File: config.mk
export PLATFORM = sky130hd
export DESIGN_NAME = controller_end_flat
export DESIGN_NICKNAME = d
export VERILOG_FILES = /design/src/pkg/fieldbus_pkg.sv /design/src/pkg/fieldbus_link_if.sv /design/src/logic/controller_end.sv /design/src/flat_wrapper.sv
export SDC_FILE = /design/constraint.sdc
export NUM_CORES = 1
export LEC_CHECK = 0
export ABC_AREA = 0
export BUFFER_PORTS_ARGS = -buffer_cell sky130_fd_sc_hd__clkbuf_2
export CORE_MARGIN = 2
export CORE_UTILIZATION = 51
export DETAILED_ROUTE_END_ITERATION = 6
export GPL_ROUTABILITY_DRIVEN = 0
export PLACE_DENSITY = 0.88
export REMOVE_ABC_BUFFERS = 1
export SLEW_MARGIN = 20
export SYNTH_ARGS = -nofsm -noshare
export SYNTH_HDL_FRONTEND = slang
export SYNTH_SLANG_ARGS = --single-unit
File: constraint.sdc
create_clock -name pclk -period 2.1 [get_ports pclk]
set_input_delay 0.21 -clock pclk [delete_from_list [all_inputs] [get_ports pclk]]
set_output_delay 0.21 -clock pclk [all_outputs]
set_load 0.005 [all_outputs]
File: src/pkg/fieldbus_pkg.sv
// Purpose: shared constants for the cyclic parameter/process link
// Assumes: one clock pclk at 200 MHz, active-low async reset presetn
// Notes:   both ends import this package
// Summary of operation
// - control word 0006h enables the drive
// - setpoint 1500 counts is 300 rpm
// - inputs: status, actual speed, third unused
// - process channel is 6, 12 or 20 bytes
// - eight-byte channel: mgmt, reserved, index, data MSB-first
// - whole object exchanged on every bus cycle
// - management bits 3..0 select the service
// - master sets data length field to four bytes
// - new service only on handshake bit change
// - echoed handshake bit marks service complete
// - bit seven reports service error
// - bytes two, three: index, high first
// - master drives reserved byte to zero
// - error places class, code, additional code
// - bad management or reserved: class 5 code 5
package fieldbus_pkg;
	// ****************************************************
	// process data
	// ****************************************************
	localparam logic [15:0] CTRL_ENABLE = 16'h0006;
	localparam logic [15:0] RPM_SCALE   = 16'h0005;
	localparam logic [3:0]  PD_THREE    = 4'h3;
	localparam logic [3:0]  PD_SIX      = 4'h6;
	localparam logic [3:0]  PD_TEN      = 4'hA;
	localparam logic [4:0]  BYTES_THREE = 5'h06;
	localparam logic [4:0]  BYTES_SIX   = 5'h0C;
	localparam logic [4:0]  BYTES_TEN   = 5'h14;
	// ****************************************************
	// parameter channel layout (bit 63 = byte 0 msb)
	// ****************************************************
	localparam int MGMT_HI = 63;
	localparam int MGMT_LO = 56;
	localparam int RSV_HI  = 55;
	localparam int RSV_LO  = 48;
	localparam int IDX_HI  = 47;
	localparam int IDX_LO  = 32;
	localparam int DAT_HI  = 31;
	localparam int DAT_LO  = 0;
	localparam int MB_HS   = 6;
	localparam int MB_ERR  = 7;
	localparam logic [3:0] SVC_NONE  = 4'h0;
	localparam logic [3:0] SVC_READ  = 4'h1;
	localparam logic [3:0] SVC_WRITE = 4'h2;
	localparam logic [1:0] LEN_FOUR  = 2'h3;
	localparam logic [7:0] RSV_ZERO  = 8'h00;
	localparam logic [7:0] CLS_SERVICE = 8'h05;
	localparam logic [7:0] COD_ILLEGAL = 8'h05;
	localparam logic [7:0] CLS_OTHER   = 8'h08;
	localparam logic [7:0] COD_OTHER   = 8'h00;
	localparam logic [15:0] ADD_NONE   = 16'h0000;
	localparam logic [15:0] ADD_BADIDX = 16'h0010;
	localparam int PARAM_DEPTH = 16;
	// ****************************************************
	// bus cycle timing
	// ****************************************************
	localparam int CLK_NS     = 5;
	localparam int CYCLE_NS   = 1000;
	localparam int CYCLE_CLKS = CYCLE_NS / CLK_NS;
	// ****************************************************
	// master register map and interrupt bits
	// ****************************************************
	localparam logic [7:0] A_CTRL   = 8'h00;
	localparam logic [7:0] A_SETPT  = 8'h04;
	localparam logic [7:0] A_CMD    = 8'h08;
	localparam logic [7:0] A_WDATA  = 8'h0C;
	localparam logic [7:0] A_STAT   = 8'h10;
	localparam logic [7:0] A_SPEED  = 8'h14;
	localparam logic [7:0] A_RESULT = 8'h18;
	localparam logic [7:0] A_RDATA  = 8'h1C;
	localparam logic [7:0] A_ISTAT  = 8'h20;
	localparam logic [7:0] A_ICLR   = 8'h24;
	localparam logic [7:0] A_IEN    = 8'h28;
	localparam logic [7:0] A_CONFIG = 8'h2C;
	localparam int IRQ_DONE = 0;
	localparam int IRQ_ERR  = 1;

	// byte length of the process channel for a word count
	function automatic logic [4:0] pd_bytes(input logic [3:0] n);
		case (n)
			PD_SIX:  pd_bytes = BYTES_SIX;
			PD_TEN:  pd_bytes = BYTES_TEN;
			default: pd_bytes = BYTES_THREE;
		endcase
	endfunction
endpackage

File: src/pkg/fieldbus_link_if.sv
`timescale 1ns/1ps
`default_nettype none
// cyclic link between controller (master) and inverter (device)
interface fieldbus_link_if;
	logic        cyc;
	logic [3:0]  pd_count;
	logic [15:0] output_word_one;
	logic [15:0] output_word_two;
	logic [15:0] output_word_three;
	logic [63:0] par_req;
	logic        rsp_valid;
	logic [15:0] input_word_one;
	logic [15:0] input_word_two;
	logic [15:0] input_word_three;
	logic [63:0] par_rsp;

	modport master (output cyc, pd_count, output_word_one, output_word_two,
		output_word_three, par_req, input rsp_valid, input_word_one,
		input_word_two, input_word_three, par_rsp);
	modport device (input cyc, pd_count, output_word_one, output_word_two,
		output_word_three, par_req, output rsp_valid, input_word_one,
		input_word_two, input_word_three, par_rsp);
endinterface
`default_nettype wire

File: src/logic/controller_end.sv
// Purpose: controller end; APB registers drive the cyclic link
// Assumes: APB slave answers with pready one clock into the access
// Notes:   writing the command register starts one parameter service
//
// Our own choices: the APB slave port and the placing of the registers.
`timescale 1ns/1ps
`default_nettype none
module controller_end
	import fieldbus_pkg::*;
(
	// clock and reset
	input  wire logic        pclk,
	input  wire logic        presetn,
	// apb slave
	input  wire logic        psel,
	input  wire logic        penable,
	input  wire logic        pwrite,
	input  wire logic [7:0]  paddr,
	input  wire logic [31:0] pwdata,
	output var  logic [31:0] prdata,
	output var  logic        pready,
	output var  logic        pslverr,
	output var  logic        irq,
	// link
	fieldbus_link_if.master  link
);
	logic [15:0] ctrl_reg, setp_reg, stat_reg, speed_reg;
	logic [31:0] cmd_reg, wdat_reg, rdat_reg, rdata_reg;
	logic [3:0]  cnt_reg;
	logic        hs_reg, busy_reg, err_reg, ready_reg, slverr_reg;
	logic        cyc_reg, irq_reg;
	logic [1:0]  ist_reg, ien_reg;
	logic [7:0]  tick_reg;

	// ****************************************************
	// apb decode
	// ****************************************************
	wire logic acc  = psel && penable && !ready_reg;
	wire logic wr   = acc && pwrite;
	wire logic w_cmd = wr && (paddr == A_CMD) && !busy_reg; // busy: ignored
	wire logic hit  = (paddr <= A_CONFIG) && (paddr[1:0] == 2'h0);
	wire logic done = link.rsp_valid && busy_reg
		&& (link.par_rsp[MGMT_HI-1] == hs_reg);
	wire logic derr = done && link.par_rsp[MGMT_HI];
	wire logic [1:0] ev  = {derr, done};
	wire logic [1:0] clr = (wr && paddr == A_ICLR) ? pwdata[1:0] : 2'h0;
	logic [31:0] rmux;
	always_comb begin
		case (paddr)
			A_CTRL:   rmux = {16'h0000, ctrl_reg};
			A_SETPT:  rmux = {16'h0000, setp_reg};
			A_CMD:    rmux = cmd_reg;
			A_WDATA:  rmux = wdat_reg;
			A_STAT:   rmux = {16'h0000, stat_reg};
			A_SPEED:  rmux = {16'h0000, speed_reg};
			A_RESULT: rmux = {30'h00000000, err_reg, busy_reg};
			A_RDATA:  rmux = rdat_reg;
			A_ISTAT:  rmux = {30'h00000000, ist_reg};
			A_IEN:    rmux = {30'h00000000, ien_reg};
			A_CONFIG: rmux = {28'h0000000, cnt_reg};
			default:  rmux = 32'h00000000;
		endcase
	end

	// ****************************************************
	// bus answer and software registers
	// ****************************************************
	always_ff @(posedge pclk or negedge presetn) begin
		if (!presetn) begin
			ready_reg <= 1'b0;
			slverr_reg <= 1'b0;
			rdata_reg <= 32'h00000000;
			ctrl_reg <= 16'h0000;
			setp_reg <= 16'h0000;
			wdat_reg <= 32'h00000000;
			cnt_reg  <= PD_THREE;
			ien_reg  <= 2'h0;
		end else begin
			ready_reg  <= acc;
			slverr_reg <= acc && !hit;
			rdata_reg  <= (acc && !pwrite) ? rmux : 32'h00000000;
			if (wr && paddr == A_CTRL)   ctrl_reg <= pwdata[15:0];
			if (wr && paddr == A_SETPT)  setp_reg <= pwdata[15:0];
			if (wr && paddr == A_WDATA)  wdat_reg <= pwdata;
			if (wr && paddr == A_CONFIG) cnt_reg  <= pwdata[3:0];
			if (wr && paddr == A_IEN)    ien_reg  <= pwdata[1:0];
		end
	end

	// ****************************************************
	// service sequencing and interrupt
	// ****************************************************
	always_ff @(posedge pclk or negedge presetn) begin
		if (!presetn) begin
			cmd_reg <= 32'h00000000;
			hs_reg <= 1'b0;
			busy_reg <= 1'b0;
			err_reg <= 1'b0;
			rdat_reg <= 32'h00000000;
			ist_reg <= 2'h0;
			irq_reg <= 1'b0;
		end else begin
			if (w_cmd) begin
				cmd_reg  <= pwdata;
				hs_reg   <= !hs_reg;
				busy_reg <= 1'b1;
			end else if (done) begin
				busy_reg <= 1'b0;
				err_reg  <= derr;
				rdat_reg <= link.par_rsp[DAT_HI:DAT_LO];
			end
			// a new event wins over a clear in the same clock
			ist_reg <= (ist_reg & ~clr) | ev;
			irq_reg <= |(((ist_reg & ~clr) | ev) & ien_reg);
		end
	end

	// ****************************************************
	// bus cycle generator and input capture
	// ****************************************************
	always_ff @(posedge pclk or negedge presetn) begin
		if (!presetn) begin
			tick_reg <= 8'h00;
			cyc_reg <= 1'b0;
			stat_reg <= 16'h0000;
			speed_reg <= 16'h0000;
		end else begin
			cyc_reg  <= (tick_reg == 8'(CYCLE_CLKS - 1));
			tick_reg <= (tick_reg == 8'(CYCLE_CLKS - 1)) ? 8'h00 : tick_reg + 8'h01;
			if (link.rsp_valid) begin
				stat_reg  <= link.input_word_one;
				speed_reg <= link.input_word_two;
			end
		end
	end

	// ****************************************************
	// outputs
	// ****************************************************
	assign prdata  = rdata_reg;
	assign pready  = ready_reg;
	assign pslverr = slverr_reg;
	assign irq     = irq_reg;
	assign link.cyc = cyc_reg;
	assign link.pd_count = cnt_reg;
	assign link.output_word_one   = ctrl_reg;
	assign link.output_word_two   = setp_reg;
	assign link.output_word_three = 16'h0000;
	// reserved forced zero, length field always four bytes
	assign link.par_req = {cmd_reg[7] & 1'b0, hs_reg, LEN_FOUR, cmd_reg[3:0],
		RSV_ZERO, cmd_reg[31:16], wdat_reg};
endmodule
`default_nettype wire

File: src/flat_wrapper.sv
// flat-port wrapper written by rule: the top's interface ports become plain ports
module controller_end_flat import fieldbus_pkg::*;
  (pclk, presetn, psel, penable, pwrite, paddr, pwdata, prdata, pready, pslverr, irq, link_cyc, link_pd_count, link_output_word_one, link_output_word_two, link_output_word_three, link_par_req, link_rsp_valid, link_input_word_one, link_input_word_two, link_input_word_three, link_par_rsp);
  fieldbus_link_if link_i ();
  input  wire logic pclk;
  input  wire logic presetn;
  input  wire logic psel;
  input  wire logic penable;
  input  wire logic pwrite;
  input  wire logic [7:0] paddr;
  input  wire logic [31:0] pwdata;
  output var  logic [31:0] prdata;
  output var  logic pready;
  output var  logic pslverr;
  output var  logic irq;
  output wire logic [$bits(link_i.cyc)-1:0] link_cyc;
  output wire logic [$bits(link_i.pd_count)-1:0] link_pd_count;
  output wire logic [$bits(link_i.output_word_one)-1:0] link_output_word_one;
  output wire logic [$bits(link_i.output_word_two)-1:0] link_output_word_two;
  output wire logic [$bits(link_i.output_word_three)-1:0] link_output_word_three;
  output wire logic [$bits(link_i.par_req)-1:0] link_par_req;
  input wire logic [$bits(link_i.rsp_valid)-1:0] link_rsp_valid;
  input wire logic [$bits(link_i.input_word_one)-1:0] link_input_word_one;
  input wire logic [$bits(link_i.input_word_two)-1:0] link_input_word_two;
  input wire logic [$bits(link_i.input_word_three)-1:0] link_input_word_three;
  input wire logic [$bits(link_i.par_rsp)-1:0] link_par_rsp;
  assign link_cyc = link_i.cyc;
  assign link_pd_count = link_i.pd_count;
  assign link_output_word_one = link_i.output_word_one;
  assign link_output_word_two = link_i.output_word_two;
  assign link_output_word_three = link_i.output_word_three;
  assign link_par_req = link_i.par_req;
  assign link_i.rsp_valid = link_rsp_valid;
  assign link_i.input_word_one = link_input_word_one;
  assign link_i.input_word_two = link_input_word_two;
  assign link_i.input_word_three = link_input_word_three;
  assign link_i.par_rsp = link_par_rsp;
  controller_end u_core (.pclk(pclk), .presetn(presetn), .psel(psel), .penable(penable), .pwrite(pwrite), .paddr(paddr), .pwdata(pwdata), .prdata(prdata), .pready(pready), .pslverr(pslverr), .irq(irq), .link(link_i));
endmodule
==> results of run 1 <==
==> critical path: cells and delay by family (launching register included) <==
kind | cells | cell delay, ns
muxes | 1 | 0.33
and+or+nand+nor | 2 | 0.63
buffers and inverters | 2 | 0.45
DFF | 1 | 0.38
==> layout by cell type, fill, tap and decap left out, drive strengths merged, types with 6 or more instances in the layout <==
cell / count
a21oi: 18
a22o: 8
a22oi: 35
buf: 51
clkbuf: 267
conb: 27
dfrtp: 213
dlygate4sd3: 93
mux2: 186
mux2i: 17
nand2: 44
nand3: 18
nor2: 34
nor3: 6
o21ai: 20
==> logic make-up (layout without fill, tap and decap cells) <==
group                    after synthesis  count (layout)
AND/OR/NAND/NOR                      128             128
buffers and inverters                 93             421
adder cells (fa/ha/maj)                1               1
AO/OA/AOI/OAI                        106             106
flip-flops                           215             215
XOR/XNOR                               7               7
multiplexers                         204             204
other                                  2              29
==> stage by stage <==
stage          instance area (um^2)  TNS, ns  total power, mW
2_1_floorplan                  9360   -56.69             5.42
4_1_cts                       13100        0             10.2
3_5_place_dp                  11400        0             5.97
6_report                      13100        0             10.2
3_3_place_gp                  11400        0             5.90
5_1_grt                       13100        0             10.6
==> timing repair <==
item | 4_1_cts | 5_1_grt
hold endpoints to repair | 294 | 0
setup endpoints to repair | 0 | 0
hold buffers | 93 | 0
==> routing by layer <==
metal,vias up,global-route usage
met5,-,0
met4,0,0.128
met3,86,0.0490
met2,374,0.505
met1,3905,0.358
li1,3334,-
==> area by class of cell <==
cell class              count  area (um^2)  area share
flip-flops and latches    215         5380       0.412
multi-input cells         473         3980       0.305
repair buffers            379         2600       0.199
clock buffers              32          649      0.0497
well taps                 260          325      0.0249
clock inverters             7          114     0.00872
inverters                   3         11.3    0.000862
diodes                      2         5.00    0.000383
==> worst min-delay path by stage <==
stage                         start                        endpoint  slack (ns)  cells after the start
after global routing      pwdata[3]  u_core.link.output_word_one[3]        0.02                      2
after CTS                 pwdata[3]  u_core.link.output_word_one[3]       0.005                      2
after floorplan             presetn                 u_core.busy_reg       -0.09                      0
after global placement      presetn             u_core.wdat_reg[21]        0.13                      1
after detailed placement    presetn              u_core.cmd_reg[21]        0.13                      1
final                     pwdata[3]  u_core.link.output_word_one[3]        0.02                      2
==> report_power, final <==
group          leakage [nW]  switching, mW  internal [mW]  total [mW]
Clock                 0.377           1.63           2.52        4.15
Combinational          3.23          0.560          0.717        1.28
Sequential             2.82          0.250           4.57        4.82
==> PnR_summary.wiki, run 1 <==
{| class="wikitable"
! Metric !! Value
|-
| Delay of the slowest cell on the worst path || 0.39 ns
|-
| Final critical path time including I/O delays and setup || approximately 1.9 ns
|-
| Worst max-slew margin expressed relative to the limit || 0.591
|-
| Post-Place Worst Slack || between 0.1 and 0.15 ns
|-
| FP Rows || 50
|-
| Filler cell count || about 1300
|-
| Combinational family with the most area after synthesis || multiplexers
|-
| Data required time of the critical path || roughly 2.5 ns
|-
| Metal3 WL || ~1800 um
|-
| Type of the most critical hold path || in2reg
|-
| # setup viols final || 0
|-
| Clock-pin transition on the worst setup and hold timing paths || roughly 0.06 ns
|-
| FF-to-FF Start || u_core.pready
|-
| Clock Tree Buf Depth || 3
|-
| Share of the synthesized netlist area taken by xor and xnor gates || 0.00622
|-
| Number of flops mapped to enable cells by yosys || 0
|-
| Startpoint-to-endpoint class of the critical path || reg2reg
|-
| Static leakage || between 6 and 7 nW
|-
| Average wire per standard cell || around 22 um
|-
| Worst-case register-to-register setup slack || approximately 0.2 ns
|-
| Adder and majority cell fraction of the synthesized area || 0.00127
|-
| Number of instances in the synthesized netlist || between 700 and 800
|-
| Count of placed standard cells in the final layout, fillers left out || 1371
|-
| Worst Setup End Kind || register
|-
| Slowest stage cell on the critical path || nand4b_2
|-
| Worst IR drop on VDD || between 0.6 and 0.7 mV
|-
| CP startpoint || u_core.pready
|-
| Clock Tree Root || clkbuf_16
|-
| TritonCTS Sinks || ~220
|-
| Met2 wire length || around 15000 um
|-
| Number of global-route vias before repair || roughly 8400
|-
| Detailed-routing iteration count for the pre-antenna-repair pass || 5
|-
| Post-synthesis mux area share || 0.240
|-
| Core footprint || around 19000 um^2
|-
| Starting density of the core || 0.523
|-
| Latest clock arrival within the worst-skew pair || roughly 0.5 ns
|-
| Power density relative to cell area || 784 nW/um^2
|-
| Final number of hold-violating endpoints || 0
|-
| Arrival time of data at the critical path endpoint || between 2 and 2.5 ns
|-
| Most instantiated flip-flop cell in the synthesis netlist || dfrtp_1
|-
| Leading area contributor after synthesis || dfrtp_1
|-
| Cell area after synthesis || approximately 9900 um^2
|-
| Vert. Die Dim || between 100 and 150 um
|-
| Synthesized area divided by synthesized cell count || between 10 and 15 um^2
|-
| Slew at the pin closest to its max-slew limit || ~0.6 ns
|-
| Peak fanout along the critical path || 5
|-
| Die Outline Area || a little over 20000 um^2
|-
| Count of buffers from port buffering || around 240
|-
| Count of nets after finishing || approximately 1300
|-
| Crit path cell chain || nand4b_2 -> buf_4 -> nor3_2 -> buf_4 -> mux2_2
|-
| Maximum number of pins on one net before global-route repair || 55
|-
| Timing endpoint of the critical path || u_core.link.pd_count[3]
|-
| Post-route fraction of the period consumed by the critical path || 0.903
|-
| Compound-cell area share of the yosys netlist || 0.0726
|-
| Synthesis-to-layout area growth || 32.6%
|-
| Clock tree from TritonCTS || yes
|-
| Initial antenna violation count || 1
|-
| Fin Clk Skew || 0.00966 ns
|-
| Synth cell count leaders || 213 x dfrtp_1, 145 x mux2_2, 52 x buf_4, 44 x nand2_1, 35 x a22oi_1
|-
| Launching element type of the critical path || register
|-
| First-iteration detailed-routing DRC count || 422
|-
| End of the worst register-to-register path || u_core.link.pd_count[3]
|-
| Routed length on met1 || about 12000 um
|-
| Peak clock frequency supported by timing || ~530 MHz
|-
| H-Tree Level Count || 1
|-
| Most common cell in the synthesized netlist || dfrtp_1
|-
| Top area cells in the synthesized netlist || dfrtp_1 54%, mux2_2 17%, buf_4 4.0%
|-
| Total Wirelength || 29700 um
|-
| Simple-gate portion of the synthesized area || 0.0720
|-
| Number of setup buffers added after CTS || 0
|-
| Post-CTS sizing || 0
|-
| Cell type with the highest occurrence count on the critical path || buf_4
|-
| Number of library cell types mapped by synthesis || between 50 and 60
|-
| RSZ-0062 raised after global routing || false
|-
| Detailed placement HPWL || about 19000 um
|-
| Clock buffer count from CTS || 23
|-
| Final Max Tran Viols || 0
|-
| Synth async-reset ratio || 1.00
|-
| Fraction of final layout cells sized beyond drive strength 1 || 0.454
|-
| Count of max-cap constraint violations || 0
|-
| Count of nets left with antenna violations after detail routing || 0
|-
| Number of DRC violations after detailed routing || 0
|-
| Part of the Yosys area used for sequential elements || 0.546
|-
| Area share of the leading cell type in the synthesized netlist || 0.541
|-
| Wire length of the first global-routing pass || approximately 45000 um
|-
| Count of state elements after synthesis || around 220
|-
| All-layer global routing usage || 0.291
|-
| Worst hold slack || ~0.016 ns
|-
| Worst R2R Path Depth || 5
|-
| Utilization of the core after routing || 0.694
|-
| Result of the run || finished, final reports clean
|-
| Aggregate global routing overflow || 0
|-
| Highest layer used for signal routing || met4
|-
| Total I/O pin count || between 300 and 400
|-
| Vias || 7699
|-
| Total number of yosys warnings || 0
|-
| Cell count after placement || 1237
|-
| Average via count per standard cell || 5.62
|-
| Setup ws final || 0.204 ns
|-
| Die W || between 100 and 150 um
|}
Note: power is estimated with default switching activity, not from simulation.
==> run 2, diff against run 1 <==
Settings changed: PLACE_DENSITY 0.88 to 0.8.
==> PnR_summary.wiki, run 2 (same netlist as run 1, synthesis figures left out) <==
{| class="wikitable"
! Metric !! Value
|-
| Type of the most critical hold path || in2reg
|-
| H-Tree Level Count || 1 (unchanged)
|-
| Fin Clk Skew || 0.0118 ns (+0.00217 ns)
|-
| Leading cell type in the layout, fill and taps excluded || clkbuf_2
|-
| Maximum number of pins on one net before global-route repair || 56 (+1.8%)
|-
| Endpoint of the worst hold-timing path || u_core.pready
|-
| Arrival time of data at the critical path endpoint || 2.27 ns (-0.02 ns)
|-
| Average wire per standard cell || 20.5 um (-5.4%)
|-
| # setup viols final || 0 (unchanged)
|-
| Aggregate global routing overflow || 0 (unchanged)
|-
| Total non-filler cell area in the finished layout || 13100 um^2 (about the same)
|-
| Gate power share || 0.123 (-0.002)
|-
| Clock Tree Root || clkbuf_16
|-
| Int Power || 7.76 mW (-0.50%)
|-
| Utilization of the core after routing || 0.693 (about the same)
|-
| Data required time of the critical path || 2.49 ns (about the same)
|-
| Post-route fraction of the period consumed by the critical path || 0.892 (-0.0106)
|-
| Clock Tree Buf Depth || 3 (unchanged)
|-
| Peak fanout along the critical path || 11 (+6)
|-
| Count of max-cap constraint violations || 0 (unchanged)
|-
| Number of cells traversed by the worst hold path || 3 (+1)
|-
| Launching element type of the critical path || register
|-
| Setup ws final || 0.226 ns (+0.0223 ns)
|-
| Start point of the worst hold path || psel
|-
| Slew at the pin closest to its max-slew limit || 0.637 ns (+0.0250 ns)
|-
| Post-CTS sizing || 0 (unchanged)
|-
| Power density relative to cell area || 778 nW/um^2 (-0.82%)
|-
| Core footprint || 18800 um^2 (unchanged)
|-
| Area occupied by multi-input gates || 3980 um^2 (unchanged)
|-
| First-iteration detailed-routing DRC count || 339 (-20%)
|-
| Worst hold slack || 0.0261 ns (+0.0105 ns)
|-
| Latest clock arrival within the worst-skew pair || 0.51 ns (about the same)
|-
| Wire length of the first global-routing pass || 43300 um (-4.7%)
|-
| All-layer global routing usage || 0.276 (-0.0149)
|-
| TritonCTS Sinks || 215 (unchanged)
|-
| End of the worst register-to-register path || u_core.link.output_word_two[12]
|-
| Filler cell count || 1267 (-0.24%)
|-
| Count of nets after finishing || 1253 (-0.080%)
|-
| Count of buffers from port buffering || 236 (unchanged)
|-
| Instance area after placement || 11300 um^2 (-0.51%)
|-
| Detailed-routing iteration count for the pre-antenna-repair pass || 5 (unchanged)
|-
| Vias || 7459 (-3.1%)
|-
| Total I/O pin count || 310 (unchanged)
|-
| Startpoint-to-endpoint class of the critical path || reg2reg
|-
| Worst R2R Path Depth || 4 (-1)
|-
| Starting density of the core || 0.523 (unchanged)
|-
| Final Max Tran Viols || 0 (unchanged)
|-
| Worst IR drop on VDD || 0.598 mV (-6.3%)
|-
| Final number of hold-violating endpoints || 0 (unchanged)
|-
| Total power || 10.2 mW (-0.86%)
|-
| Clock buffer count from CTS || 24 (+4.3%)
|-
| Commonest non-fill, non-tap cells in the layout || 235 x clkbuf_2, 213 x dfrtp_1, 145 x mux2_2
|-
| Area taken by flip-flops and latches || 5380 um^2 (unchanged)
|-
| Synthesis-to-layout area growth || 32.5% (about the same)
|-
| Total Wirelength || 28100 um (-5.3%)
|-
| Number of DRC violations after detailed routing || 0 (unchanged)
|-
| Count of placed standard cells in the final layout, fillers left out || 1372 (+0.073%)
|-
| FP Rows || 50 (unchanged)
|-
| Static leakage || 6.41 nW (-0.32%)
|-
| Peak clock frequency supported by timing || 534 MHz (+1.2%)
|-
| Vert. Die Dim || 143 um (unchanged)
|-
| Count of nets left with antenna violations after detail routing || 0 (unchanged)
|-
| Clock-pin transition on the worst setup and hold timing paths || 0.06 ns (about the same)
|-
| Worst Setup End Kind || register
|-
| Fraction of final layout cells sized beyond drive strength 1 || 0.448 (-0.00581)
|-
| Cell count after placement || 1231 (-0.49%)
|-
| Result of the run || finished, final reports clean
|-
| Post-Place Worst Slack || 0.113 ns (-0.0172 ns)
|-
| Number of global-route vias before repair || 7900 (-5.5%)
|-
| RSZ-0062 raised after global routing || false
|-
| Total negative slack for setup checks || 0 ns (unchanged)
|-
| Clock tree from TritonCTS || yes
|-
| Detailed placement HPWL || 18400 um (-3.3%)
|-
| Final critical path time including I/O delays and setup || 1.87 ns (-0.0223 ns)
|-
| Average via count per standard cell || 5.44 (-3.2%)
|-
| FF-to-FF Start || u_core.pready
|-
| Psw || 2.39 mW (-2.0%)
|-
| Die Outline Area || 20400 um^2 (unchanged)
|-
| Clk pwr share || 0.404 (about the same)
|-
| Initial antenna violation count || 2 (+1)
|-
| Sequential cell fraction of total power || 0.473 (+0.003)
|-
| Worst-case register-to-register setup slack || 0.23 ns (+0.02 ns)
|-
| Die W || 143 um (unchanged)
|-
| Switching fraction of total power || 0.236 (-0.00279)
|-
| Worst max-slew margin expressed relative to the limit || 0.574 (-0.0173)
|}
## run 2: cell types whose count changed in the layout (fill, tap and decap cells not counted), sizes merged
cell / delta
buf: -6
bufinv: -2
clkbuf: +6
clkinv: -2
clkinvlp: +1
dlygate4sd3: +4
## run 2: final cells by class
class                   instances  area share
flip-flops and latches        215       0.412
multi-input cells             473       0.305
repair buffers                377       0.198
clock buffers                  38      0.0555
well taps                     260      0.0249
clock inverters                 4     0.00393
inverters                       3    0.000862
diodes                          2    0.000383
## run 2: critical path, stage by stage, from the launching register on
cell and delay, ns:
dfrtp_1 0.39, nand4b_2 0.43, nor4_4 0.27, buf_4 0.29, mux2_2 0.37
## run 2: power by group through the flow
stage / Combinational (mW) / Sequential [mW] / Clock [mW]
detailed placement: 1.09 / 4.86 / 0
floorplan: 0.629 / 4.79 / 0
CTS: 1.24 / 4.79 / 4.15
global route: 1.36 / 4.85 / 4.33
global placement: 1.06 / 4.84 / 0
finish: 1.25 / 4.80 / 4.10
## run 2: how the worst max path moves through the flow
stage | from | endpoint | cells past startpoint
CTS | u_core.pready | u_core.link.output_word_two[11] | 4
detailed placement | paddr[4] | u_core.irq | 6
global placement | paddr[4] | u_core.irq | 6
global route | u_core.pready | u_core.link.output_word_two[12] | 4
floorplan | paddr[5] | u_core.cmd_reg[23] | 4
finish | u_core.pready | u_core.link.output_word_two[12] | 4
## run 2: repair_timing
action,CTS,global route
setup buffers,0,0
hold buffers,97,0
hold endpoints to repair,206,0
## run 2: layer usage
layer  track usage  share of wire  vias to the layer above
met5             0              0                        -
met4        0.0969          0.030                        0
met3        0.0500          0.064                       59
met2         0.484           0.50                      329
met1         0.345           0.40                     3746
li1              -              -                     3325
==> run 3, diff against run 2 <==
Clock period 2.1 ns to 2.08 ns, I/O delays scaled along.
==> PnR_summary.wiki, run 3 (same netlist as run 1, synthesis figures left out) <==
{| class="wikitable"
! Metric !! Value
|-
| Worst max-slew margin expressed relative to the limit || 0.541 (-0.0330)
|-
| Clock Tree Root || clkbuf_16
|-
| Commonest non-fill, non-tap cells in the layout || 235 x clkbuf_2, 213 x dfrtp_1, 145 x mux2_2
|-
| End of the worst register-to-register path || u_core.link.output_word_two[1]
|-
| Clock buffer count from CTS || 24 (unchanged)
|-
| Start point of the worst hold path || pwdata[0]
|-
| Synthesis-to-layout area growth || 32.9%
|-
| Total power || 10.4 mW (+2.1%)
|-
| Endpoint of the worst hold-timing path || u_core.ien_reg[0]
|-
| Number of setup buffers added after CTS || 0 (unchanged)
|-
| Worst-case register-to-register setup slack || 0.18 ns (-0.05 ns)
|-
| Die Outline Area || 20400 um^2 (unchanged)
|-
| GR met3 Demand/Resource || 0.0466 (-0.00335)
|-
| Maximum number of pins on one net before global-route repair || 53 (-5.4%)
|-
| # setup viols final || 0 (unchanged)
|-
| Worst IR drop on VDD || 0.620 mV (+3.7%)
|-
| Final number of hold-violating endpoints || 0 (unchanged)
|-
| Peak clock frequency supported by timing || 526 MHz (-1.4%)
|-
| Detailed placement HPWL || 18500 um (+0.43%)
|-
| Fraction of final layout cells sized beyond drive strength 1 || 0.455 (+0.00680)
|-
| Aggregate global routing overflow || 0 (unchanged)
|-
| Clock Tree Buf Depth || 3 (unchanged)
|-
| Clock tree from TritonCTS || yes
|-
| Detailed-routing iteration count for the pre-antenna-repair pass || 5 (unchanged)
|-
| Launching element type of the critical path || register
|-
| Core footprint || 18800 um^2 (unchanged)
|-
| Startpoint-to-endpoint class of the critical path || reg2reg
|-
| Grt met1 use || 0.371 (+0.0260)
|-
| Total negative slack for setup checks || 0 ns (unchanged)
|-
| Slew at the pin closest to its max-slew limit || 0.686 ns (+0.0493 ns)
|-
| Type of the most critical hold path || in2reg
|-
| Total Wirelength || 28000 um (-0.28%)
|-
| Static leakage || 6.45 nW (+0.58%)
|-
| All-layer global routing usage || 0.279 (+0.00283)
|-
| Data required time of the critical path || 2.47 ns (-0.02 ns)
|-
| Clock-pin transition on the worst setup and hold timing paths || 0.06 ns (about the same)
|-
| Average via count per standard cell || 5.51 (+1.4%)
|-
| Number of global-route vias before repair || 7918 (+0.23%)
|-
| TritonCTS Sinks || 215 (unchanged)
|-
| H-Tree Level Count || 1 (unchanged)
|-
| Leading cell type in the layout, fill and taps excluded || clkbuf_2
|-
| Count of buffers from port buffering || 236 (unchanged)
|-
| First-iteration detailed-routing DRC count || 394 (+16%)
|-
| Vias || 7564 (+1.4%)
|-
| Count of max-cap constraint violations || 0 (unchanged)
|-
| Post-Place Worst Slack || 0.0759 ns (-0.0373 ns)
|-
| Vert. Die Dim || 143 um (unchanged)
|-
| Wire length of the first global-routing pass || 43700 um (+0.85%)
|-
| Post-route fraction of the period consumed by the critical path || 0.913 (+0.0211)
|-
| Worst Setup End Kind || register
|-
| Arrival time of data at the critical path endpoint || 2.29 ns (+0.02 ns)
|-
| Worst R2R Path Depth || 4 (unchanged)
|-
| Result of the run || finished, final reports clean
|-
| FP Rows || 50 (unchanged)
|-
| CP startpoint || u_core.pready
|-
| Peak fanout along the critical path || 6 (-5)
|-
| FF-to-FF Start || u_core.pready
|-
| RSZ-0062 raised after global routing || false
|-
| Count of nets after finishing || 1256 (+0.24%)
|-
| Met2 capacity usage during global routing || 0.474 (-0.00957)
|-
| Total I/O pin count || 310 (unchanged)
|-
| Die W || 143 um (unchanged)
|-
| Starting density of the core || 0.523 (unchanged)
|-
| Latest clock arrival within the worst-skew pair || 0.51 ns (about the same)
|-
| Global route hottest layer || met2
|-
| Count of nets left with antenna violations after detail routing || 0 (unchanged)
|-
| Final critical path time including I/O delays and setup || 1.90 ns (+0.0260 ns)
|-
| Power density relative to cell area || 792 nW/um^2 (+1.8%)
|-
| Setup ws final || 0.180 ns (-0.0460 ns)
|-
| Fin Clk Skew || 0.0121 ns (+0.000294 ns)
|-
| Initial antenna violation count || 1 (-1)
|-
| Number of cells traversed by the worst hold path || 2 (-1)
|-
| Final Max Tran Viols || 0 (unchanged)
|-
| Number of DRC violations after detailed routing || 0 (unchanged)
|-
| Average wire per standard cell || 20.4 um (-0.28%)
|}
-- run 3: changes by cell type in the layout (fill, tap and decap cells not counted) --
cell,previous run,this run
diode_2,2,1
clkbuf_8,5,8
clkinv_4,0,1
clkinvlp_4,1,0
clkinv_2,1,3
buf_4,37,41
dlygate4sd3_1,97,96
clkbuf_1,8,2
inv_6,1,0
-- run 3: layout make-up --
| cell class | instances | area, um^2 |
|---|---|---|
| flip-flops and latches | 215 | 5380 |
| clock buffers | 35 | 743 |
| fillers | 1276 | 5730 |
| well taps | 260 | 325 |
| multi-input cells | 473 | 3980 |
| diodes | 1 | 2.50 |
| repair buffers | 380 | 2600 |
| inverters | 3 | 11.3 |
| clock inverters | 5 | 53.8 |
-- run 3: worst max path at each step --
stage               slack (ns)  cells after the start                        endpoint
finish                    0.18                      4  u_core.link.output_word_two[1]
detailed placement        0.08                      6  u_core.link.output_word_two[1]
floorplan                -0.99                      4              u_core.cmd_reg[23]
global route              0.08                      4  u_core.link.output_word_two[5]
CTS                       0.14                      4  u_core.link.output_word_two[1]
global placement          0.11                      6  u_core.link.output_word_two[3]
-- run 3: routing by layer --
metal / wire [um] / vias up / share of wire
met4: 629 / 0 / 0.022
met1: 11300 / 3831 / 0.40
li1: - / 3346 / -
met2: 14000 / 336 / 0.50
met5: 0 / - / 0
met3: 2130 / 51 / 0.076
-- run 3: worst max-delay path, stage by stage, from the launching register on --
cell and delay [ns]:
dfrtp_1 0.39, nand4b_2 0.43, nor4_4 0.35, buf_4 0.25, mux2_2 0.35
-- run 3: stage by stage --
| step | hold slack (ns) | util | area [um^2] | std cells |
|---|---|---|---|---|
| after floorplan | -0.0876 | - | 9360 | 691 |
| after global routing | 0.0201 | 0.696 | 13100 | 1372 |
| after CTS | 0.00152 | 0.695 | 13100 | 1371 |
| after global placement | 0.156 | 0.602 | 11300 | 1235 |
| final | 0.0127 | 0.696 | 13100 | 1372 |
| after detailed placement | 0.156 | 0.602 | 11300 | 1235 |
-- run 3: repair_timing --
action	4_1_cts	5_1_grt
gates resized for setup	0	0
hold buffers	96	0
endpoints found under the hold margin	202	0
-- run 3: where the power goes --
part | total (mW) | switching, mW | internal [mW]
Sequential | 4.86 | 0.245 | 4.61
Clock | 4.25 | 1.67 | 2.58
Combinational | 1.27 | 0.543 | 0.723
Total | 10.4 | 2.46 | 7.92
